[src/rtl/circ_addr_regs.svh]
// Purpose: offsets, reset values and field positions
// Assumes: 32-bit AHB-Lite word per register
// Notes:   boundary registers hold byte addresses
//
// Function
// [RULE_01] the X pointer select is bits 3:0 of the control register.
// [RULE_02] X wraps only if x_pointer_select is not 15 and bit 15 is set.
// [RULE_03] the Y pointer select is bits 7:4 of the control register.
// [RULE_04] Y wraps only if y_pointer_select is not 15 and bit 14 is set.
// [RULE_05] select 15 disables wrapping on both X generators, or on Y.
// [RULE_06] four 16-bit boundary registers hold X and Y start and end.
// [RULE_07] Y circular addresses are word-sized, so bit 0 is zero.
// [RULE_08] length comes from end minus start, up to 32K words.
// [RULE_09] one circular buffer is active in X and one in Y at a time.
// [RULE_10] X wrapping also applies to program space pointers.
// [RULE_11] software uses non power-of-two buffers in one direction.
// [RULE_12] power-of-two buffers check both boundaries.
// [RULE_13] software should not pick the frame or stack pointer.
// [RULE_14] stepping past end gives start; below start gives end.
`ifndef CIRC_ADDR_REGS_SVH
`define CIRC_ADDR_REGS_SVH

`define CA_OFF_CTRL    8'h00
`define CA_OFF_XSTART  8'h04
`define CA_OFF_XEND    8'h08
`define CA_OFF_YSTART  8'h0C
`define CA_OFF_YEND    8'h10
`define CA_OFF_XLAST   8'h14
`define CA_OFF_YLAST   8'h18

`define CA_CTRL_RESET  16'h00FF
`define CA_BOUND_RESET 16'h0000
`define CA_SEL_OFF     4'hF
`define CA_XSEL_LSB    0
`define CA_YSEL_LSB    4
`define CA_XEN_BIT     15
`define CA_YEN_BIT     14

`endif

[src/rtl/circ_addr_pkg.sv]
// Purpose: types shared by the circular address generator
// Assumes: 16-bit data addresses
// Notes:   step is a signed byte offset
`default_nettype none
package circ_addr_pkg;
   // pointer update from the execution pipeline
   typedef struct packed {
      logic        valid;
      logic        prog_space;
      logic [3:0]  w_index;
      logic [15:0] addr;
      logic [15:0] step;
   } agu_req_t;

   // generated effective address
   typedef struct packed {
      logic        valid;
      logic        wrapped;
      logic        circular;
      logic [15:0] ea;
   } agu_rsp_t;

   typedef struct packed {
      logic [15:0] ctrl;
      logic [15:0] xs;
      logic [15:0] xe;
      logic [15:0] ys;
      logic [15:0] ye;
      logic [15:0] x_last;
      logic [15:0] y_last;
   } regs_t;

   typedef struct packed {
      regs_t    regs;
      agu_rsp_t xrd;
      agu_rsp_t xwr;
      agu_rsp_t y;
   } core_state_t;

   typedef struct packed {
      logic        rd_pend;
      logic        wr_pend;
      logic [7:0]  addr;
      logic [31:0] rdata;
   } ahb_state_t;
endpackage
`default_nettype wire

[src/rtl/ahb_reg_slave.sv]
// Purpose: AHB-Lite slave front end for a small register file
// Assumes: single word transfers, one slave on the bus
// Notes:   writes take no wait state, reads take one
`default_nettype none
`timescale 1ns/1ps
module ahb_reg_slave (
   input  wire logic        hclk,
   input  wire logic        hresetn,
   input  wire logic        hsel,
   input  wire logic [31:0] haddr,
   input  wire logic [1:0]  htrans,
   input  wire logic        hwrite,
   input  wire logic [2:0]  hsize,
   input  wire logic [31:0] hwdata,
   input  wire logic        hready,
   output logic             hreadyout,
   output logic             hresp,
   output logic [31:0]      hrdata,
   output logic             wr_en,
   output logic [7:0]       reg_addr,
   output logic [31:0]      wr_data,
   input  wire logic [31:0] rd_data
);
   circ_addr_pkg::ahb_state_t s;
   circ_addr_pkg::ahb_state_t next_s;
   logic                      accept;

   // hsize is not decoded: only whole words are supported
   assign accept    = hsel && htrans[1] && hready;
   assign hreadyout = !s.rd_pend;
   assign hresp     = 1'b0;
   assign hrdata    = s.rdata;
   assign wr_en     = s.wr_pend;
   assign reg_addr  = s.addr;
   assign wr_data   = hwdata;

   // read data is sampled one cycle late so a write just before lands
   always_comb begin
      next_s         = s;
      next_s.wr_pend = 1'b0;
      next_s.rd_pend = 1'b0;
      if (s.rd_pend) begin
         next_s.rdata = rd_data;
      end
      if (accept) begin
         next_s.addr    = haddr[7:0];
         next_s.wr_pend = hwrite;
         next_s.rd_pend = !hwrite;
      end
   end

   always_ff @(posedge hclk or negedge hresetn) begin
      if (!hresetn) begin
         s <= '0;
      end else begin
         s <= next_s;
      end
   end
endmodule
`default_nettype wire

[src/rtl/modulo_step.sv]
// Purpose: one pointer step with circular wrap at the boundaries
// Assumes: boundaries hold byte addresses, end is the last byte
// Notes:   purely combinational, the caller registers the result
`default_nettype none
`timescale 1ns/1ps
module modulo_step #(
   parameter bit WORD_ONLY = 1'b0
) (
   input  wire logic [15:0] addr,
   input  wire logic [15:0] step,
   input  wire logic [15:0] start_addr,
   input  wire logic [15:0] end_addr,
   input  wire logic        active,
   output logic [15:0]      ea,
   output logic             wrapped
);
   logic [15:0] sum;
   logic [15:0] len;
   logic        pow2;
   logic        over;
   logic        under;
   logic        dec;

   // length is implicit: no length register exists
   assign sum   = addr + step;
   assign len   = end_addr - start_addr + 16'h0001; // [RULE_08]
   assign pow2  = ((len & (len - 16'h0001)) == 16'h0000);
   assign over  = sum > end_addr;
   assign under = sum < start_addr;
   assign dec   = step[15];

   // non power-of-two buffers only check the side they move towards
   always_comb begin
      ea      = sum;
      wrapped = 1'b0;
      if (active) begin
         if ((pow2 || !dec) && over) begin // [RULE_12]
            ea      = start_addr; // [RULE_14]
            wrapped = 1'b1;
         end else if ((pow2 || dec) && under) begin // [RULE_12]
            ea      = end_addr; // [RULE_14]
            wrapped = 1'b1;
         end
         if (WORD_ONLY) begin
            ea[0] = 1'b0; // [RULE_07]
         end
      end
   end
endmodule
`default_nettype wire

[src/rtl/circular_buffer_address_gen.sv]
// Purpose: circular buffer address generation for X and Y spaces
// Assumes: pipeline presents pointer updates on the core clock
// Notes:   one buffer per space; X read and X write share one buffer
//
// The implementer's own choices: the AHB-Lite slave port and the register addresses.
`include "circ_addr_regs.svh"
`default_nettype none
`timescale 1ns/1ps
module circular_buffer_address_gen (
   input  wire logic                    hclk,
   input  wire logic                    hresetn,
   input  wire logic                    hsel,
   input  wire logic [31:0]             haddr,
   input  wire logic [1:0]              htrans,
   input  wire logic                    hwrite,
   input  wire logic [2:0]              hsize,
   input  wire logic [31:0]             hwdata,
   input  wire logic                    hready,
   output logic                         hreadyout,
   output logic                         hresp,
   output logic [31:0]                  hrdata,
   input  wire circ_addr_pkg::agu_req_t xrd_req,
   input  wire circ_addr_pkg::agu_req_t xwr_req,
   input  wire circ_addr_pkg::agu_req_t y_req,
   output circ_addr_pkg::agu_rsp_t      xrd_rsp,
   output circ_addr_pkg::agu_rsp_t      xwr_rsp,
   output circ_addr_pkg::agu_rsp_t      y_rsp
);
   circ_addr_pkg::core_state_t s;
   circ_addr_pkg::core_state_t next_s;

   logic        wr_en;
   logic [7:0]  reg_addr;
   logic [31:0] wr_data;
   logic [31:0] rd_data;
   logic [3:0]  x_sel;
   logic [3:0]  y_sel;
   logic        x_on;
   logic        y_on;
   logic        xrd_act;
   logic        xwr_act;
   logic        y_act;
   logic [15:0] xrd_ea;
   logic [15:0] xwr_ea;
   logic [15:0] y_ea;
   logic        xrd_wrap;
   logic        xwr_wrap;
   logic        y_wrap;

   // a space is on only with its enable set and a select other than 15
   function automatic logic space_on(input logic [3:0] sel,
                                     input logic       en);
      space_on = en && (sel != `CA_SEL_OFF);
   endfunction

   // word read mux; unmapped offsets read zero
   function automatic logic [31:0] reg_read(
      input logic [7:0]           a,
      input circ_addr_pkg::regs_t r);
      reg_read = 32'h0000_0000;
      case (a)
         `CA_OFF_CTRL:   reg_read[15:0] = r.ctrl;
         `CA_OFF_XSTART: reg_read[15:0] = r.xs;
         `CA_OFF_XEND:   reg_read[15:0] = r.xe;
         `CA_OFF_YSTART: reg_read[15:0] = r.ys;
         `CA_OFF_YEND:   reg_read[15:0] = r.ye;
         `CA_OFF_XLAST:  reg_read[15:0] = r.x_last;
         `CA_OFF_YLAST:  reg_read[15:0] = r.y_last;
         default:        reg_read = 32'h0000_0000;
      endcase
   endfunction

   ahb_reg_slave u_bus (
      .hclk      (hclk),
      .hresetn   (hresetn),
      .hsel      (hsel),
      .haddr     (haddr),
      .htrans    (htrans),
      .hwrite    (hwrite),
      .hsize     (hsize),
      .hwdata    (hwdata),
      .hready    (hready),
      .hreadyout (hreadyout),
      .hresp     (hresp),
      .hrdata    (hrdata),
      .wr_en     (wr_en),
      .reg_addr  (reg_addr),
      .wr_data   (wr_data),
      .rd_data   (rd_data)
   );

   assign rd_data = reg_read(reg_addr, s.regs);

   // pointer selects and enables from the control register
   assign x_sel = s.regs.ctrl[`CA_XSEL_LSB +: 4]; // [RULE_01]
   assign y_sel = s.regs.ctrl[`CA_YSEL_LSB +: 4]; // [RULE_03]
   assign x_on  = space_on(x_sel, s.regs.ctrl[`CA_XEN_BIT]); // [RULE_02]
   assign y_on  = space_on(y_sel, s.regs.ctrl[`CA_YEN_BIT]); // [RULE_04]

   // only the selected W register wraps; program space is not excluded
   assign xrd_act = x_on && (xrd_req.w_index == x_sel); // [RULE_05] [RULE_10]
   assign xwr_act = x_on && (xwr_req.w_index == x_sel); // [RULE_05] [RULE_10]
   assign y_act   = y_on && (y_req.w_index == y_sel); // [RULE_05]

   // X read and write share one buffer, so one X buffer at a time
   modulo_step #(.WORD_ONLY(1'b0)) u_xrd ( // [RULE_09]
      .addr       (xrd_req.addr),
      .step       (xrd_req.step),
      .start_addr (s.regs.xs),
      .end_addr   (s.regs.xe),
      .active     (xrd_act),
      .ea         (xrd_ea),
      .wrapped    (xrd_wrap)
   );

   modulo_step #(.WORD_ONLY(1'b0)) u_xwr (
      .addr       (xwr_req.addr),
      .step       (xwr_req.step),
      .start_addr (s.regs.xs),
      .end_addr   (s.regs.xe),
      .active     (xwr_act),
      .ea         (xwr_ea),
      .wrapped    (xwr_wrap)
   );

   // Y circular addresses are always words
   modulo_step #(.WORD_ONLY(1'b1)) u_y ( // [RULE_07]
      .addr       (y_req.addr),
      .step       (y_req.step),
      .start_addr (s.regs.ys),
      .end_addr   (s.regs.ye),
      .active     (y_act),
      .ea         (y_ea),
      .wrapped    (y_wrap)
   );

   assign xrd_rsp = s.xrd;
   assign xwr_rsp = s.xwr;
   assign y_rsp   = s.y;

   // register writes and registered address results
   always_comb begin
      next_s = s;
      if (wr_en) begin
         case (reg_addr)
            `CA_OFF_CTRL:   next_s.regs.ctrl = wr_data[15:0];
            `CA_OFF_XSTART: next_s.regs.xs   = wr_data[15:0]; // [RULE_06]
            `CA_OFF_XEND:   next_s.regs.xe   = wr_data[15:0]; // [RULE_06]
            `CA_OFF_YSTART: next_s.regs.ys   = wr_data[15:0]; // [RULE_06]
            `CA_OFF_YEND:   next_s.regs.ye   = wr_data[15:0]; // [RULE_06]
            default:        next_s.regs      = s.regs;
         endcase
      end
      next_s.xrd = '{valid: xrd_req.valid, wrapped: xrd_wrap,
                     circular: xrd_act, ea: xrd_ea};
      next_s.xwr = '{valid: xwr_req.valid, wrapped: xwr_wrap,
                     circular: xwr_act, ea: xwr_ea};
      next_s.y   = '{valid: y_req.valid, wrapped: y_wrap,
                     circular: y_act, ea: y_ea};
      // the write generator wins when both X sides step together
      if (xwr_req.valid) begin
         next_s.regs.x_last = xwr_ea;
      end else if (xrd_req.valid) begin
         next_s.regs.x_last = xrd_ea;
      end
      if (y_req.valid) begin
         next_s.regs.y_last = y_ea;
      end
   end

   // bounds reset to zero, both spaces start disabled
   always_ff @(posedge hclk or negedge hresetn) begin
      if (!hresetn) begin
         s           <= '0;
         s.regs.ctrl <= `CA_CTRL_RESET;
         s.regs.xs   <= `CA_BOUND_RESET;
         s.regs.xe   <= `CA_BOUND_RESET;
         s.regs.ys   <= `CA_BOUND_RESET;
         s.regs.ye   <= `CA_BOUND_RESET;
      end else begin
         s <= next_s;
      end
   end

   // checking helpers
   logic [15:0] chk_xrd_sum;
   logic [15:0] chk_xrd_len;
   logic        chk_xrd_pow2;
   assign chk_xrd_sum  = xrd_req.addr + xrd_req.step;
   assign chk_xrd_len  = s.regs.xe - s.regs.xs + 16'h0001;
   assign chk_xrd_pow2 = (chk_xrd_len & (chk_xrd_len - 16'h0001)) == 16'h0000;

   // Y copies: the power-of-two case is only exercised on the Y buffer
   logic [15:0] chk_y_sum;
   logic [15:0] chk_y_len;
   logic        chk_y_pow2;
   assign chk_y_sum  = y_req.addr + y_req.step;
   assign chk_y_len  = s.regs.ye - s.regs.ys + 16'h0001;
   assign chk_y_pow2 = (chk_y_len & (chk_y_len - 16'h0001)) == 16'h0000;
endmodule
`default_nettype wire

[config.mk]
export PLATFORM = sky130hd
export DESIGN_NAME = circular_buffer_address_gen
export DESIGN_NICKNAME = d
export VERILOG_FILES = /design/src/rtl/circ_addr_pkg.sv /design/src/rtl/ahb_reg_slave.sv /design/src/rtl/modulo_step.sv /design/src/rtl/circular_buffer_address_gen.sv
export VERILOG_INCLUDE_DIRS = /design/src /design/src/rtl
export SDC_FILE = /design/constraint.sdc
export NUM_CORES = 1
export LEC_CHECK = 0
export ABC_CLOCK_PERIOD_IN_PS = 4200
export CAP_MARGIN = 20
export CORE_ASPECT_RATIO = 1.2
export CORE_MARGIN = 2
export CORE_UTILIZATION = 40
export CTS_BUF_LIST = sky130_fd_sc_hd__clkbuf_4 sky130_fd_sc_hd__clkbuf_8
export CTS_CLUSTER_SIZE = 28
export DETAILED_ROUTE_END_ITERATION = 7
export DONT_BUFFER_PORTS = 1
export GPL_ROUTABILITY_DRIVEN = 0
export HOLD_SLACK_MARGIN = 0.15
export SLEW_MARGIN = 30
export SYNTH_ARGS = -nofsm -noshare
export SYNTH_HDL_FRONTEND = slang
export SYNTH_HIERARCHICAL = 1
export SYNTH_SLANG_ARGS = --single-unit
[constraint.sdc]
create_clock -name hclk -period 4.2 [get_ports hclk]
set_input_delay 0.84 -clock hclk [delete_from_list [all_inputs] [get_ports hclk]]
set_output_delay 0.84 -clock hclk [all_outputs]
set_load 0.005 [all_outputs]
==> out/qor.yml <==
clock_tree:
  cts_num_sinks: 211
  cts_root_buf: "clkbuf_8"
  htreeDepth: 2
  cts_max_path_buffers: 3
  clk_latency_ns: 0.63
  cts_buffers: 40
  tritoncts: "yes"
  path_clk_slew_ns: 0.06
floorplanning:
  io_pins: 279
  num_rows: 86
  start_util: 0.4030
  design.die.area_mm2: 0.04771
  die_y_um: 238.9
  core_area_mm2: 0.04562
  fp.dieW_um: 199.7
final_layout:
  drive_above_1_share: 0.3855
  area.growth.synth_to_final_pct: 26.95
  fill_cells: 4132
  nets: 2554
  design_area_mm2: 0.02334
route:
  finalWirelength_um: 61790
  wl_met2_um: 30100
  drt_iter0_markers: 948
  final_antenna_net_count: 0
  dr.max_layer_used: "met5"
  wl_met1_um: 24540
  drtPass1Iterations: 7
  vias_per_cell: 5.646
  wl_met3_um: 3177
  drc: 0
  routedWlPerCell_um: 22.19
  via_count: 15718
global_routing:
  grt_overflow_total: 0
  grt_pass1_vias: 16222
  grt_max_degree: 212
  grtUsageTotal: 0.2574
  antenna_found_initial: 4
  grt_pass1_wl_um: 93650
synthesis:
  synth_warnings: 6
  synth_area_mm2: 0.01839
  synth_area_per_cell_um2: 10.02
  synthCells: 1836
sta:
  worst_slack_ns: -0.6079
  max_slew.worst_pin.slew_ns: 0.8340
  fin_skew_ns: 0.02683
  final_hold_viol_count: 116
  fmax_mhz: 208.0
  post-route-period-util: 1.145
  setup_viol: 80
  hold_ws_ns: -0.08920
  fin_crit_ns: 4.808
  drv_slew: 0
  rsz0062_at_grt: "yes"
  maxSlewHeadroom: 0.4440
critical_path:
  rr_worst_depth: 19
  crit_start: "xwr_req[16]"
  r2r-start: "s[138]"
  path_class: "input pin to register"
  cp.arrival_ns: 5.31
  path_max_fanout: 3
  rr_endpoint: "s[84]"
  worstSetupEndpointType: "register"
  endpoint: "s[75]"
  crit_required_ns: 4.70
  ff2ff_setup_slack_ns: -0.48
  critPathLaunchType: "input pin"
hold_path:
  min_path_type: "input pin to asynchronous set/reset pin"
run:
  drv_cap: 0
pwr:
  leakagePower_nw: 11.00
  vdd_drop_max_v: 0.0002009
  power_density_mw_per_mm2: 377.4
place:
  port_buffers: 0
  post-dp-hpwl_um: 47890
  placed_area_mm2: 0.02109
status:
  status: "finished, violations left"
  violations: "negative hold slack, negative setup slack"
power breakdown:
group / switching, mW / leakage [nW] / internal, mW
Combinational: 1.96 / 8.01 / 1.98
Clock: 1.00 / 0.461 / 1.27
Sequential: 0.287 / 2.53 / 2.32
placed cells by master, fill, tap and decap left out, types with 18 or more instances in the layout:
cell	count
nor3_1	18
ha_1	219
o21ai_1	24
xnor2_1	55
clkbuf_8	48
nand2b_1	18
a22oi_1	21
xor2_1	26
mux2_4	59
a21oi_2	18
dfrtp_1	201
mux2_2	91
a21o_1	44
nand2_1	55
nand3_1	40
buf_6	38
mux2i_1	27
o211ai_1	24
nand4_1	21
inv_1	143
a21oi_1	59
nor2_1	52
nor2b_1	35
o21ai_0	37
buf_4	360
cell type report:
type	instances	area, µm²	area share
antenna	2	5.005	0.0002144
clock buffer	58	735.7	0.03152
clock inverter	15	147.6	0.006325
inverter	145	544.3	0.02332
multi-input combinational	1327	12440	0.5330
sequential	211	5293	0.2267
tap	616	770.7	0.03302
timing repair buffer	410	3406	0.1459
per-stage QoR:
step | utilization | setup TNS [ns] | cells | total power, mW | setup WS [ns]
after floorplan | - | -56.05 | 1851 | 4.894 | -0.9642
after global placement | 0.4621 | -84.22 | 2661 | 6.037 | -1.239
after detailed placement | 0.4622 | -89.12 | 2661 | 6.133 | -1.279
after CTS | 0.5027 | -32.84 | 2768 | 8.712 | -0.5670
after global routing | 0.5116 | -52.11 | 2784 | 9.330 | -0.8378
final | 0.5116 | -37.47 | 2784 | 8.810 | -0.6079
state kept, by name (all words and copies together) (netlist names):
register and flops:
y_rsp 19, s 112, xrd_rsp 19, u_bus/hrdata 32, u_bus/s 1, xwr_rsp 19, u_bus/wr_en 1, u_bus/reg_addr 8
per-layer routing:
layer,global-route usage,vias up
met2,0.4455,500
li1,-,7293
met3,0.04233,170
met4,0.1403,4
met1,0.3020,7751
met5,0,-
repair_timing:
action                     4_1_cts  5_1_grt
cloned                          10        1
setup endpoints to repair       80       81
pin swaps                       59       45
setup buffers                   26       19
resized for setup              137       67
hold endpoints to repair       211      203
worst min-delay path by stage:
stage / endpoint / slack, ns / cells after the start
after floorplan: s[61] / 0.47 / 1
after global placement: s[166] / 0.49 / 1
after detailed placement: s[166] / 0.50 / 1
after CTS: y_rsp[17] / -0.12 / 0
after global routing: y_rsp[17] / -0.12 / 0
final: y_rsp[17] / -0.09 / 0
worst max-delay path, cell delays in order:
cell and delay, ns:
ha_4 0.14, fa_2 0.35, a21o_1 0.18, a21oi_2 0.16, o21bai_1 0.09, a21o_1 0.21, a21oi_2 0.18, o21ai_2 0.08
o41ai_2 0.25, or4b_4 0.50, o211ai_1 0.14, ha_1 0.18, nand4_1 0.08, or3_4 0.36, nor3_4 0.14, nor2_2 0.06
o21a_1 0.14, o211ai_1 0.20, o41a_1 0.32, nand2_2 0.14, buf_6 0.15, o221a_4 0.28, nand2_2 0.08, o21ai_1 0.06
Note: power is estimated with default switching activity, not from simulation.
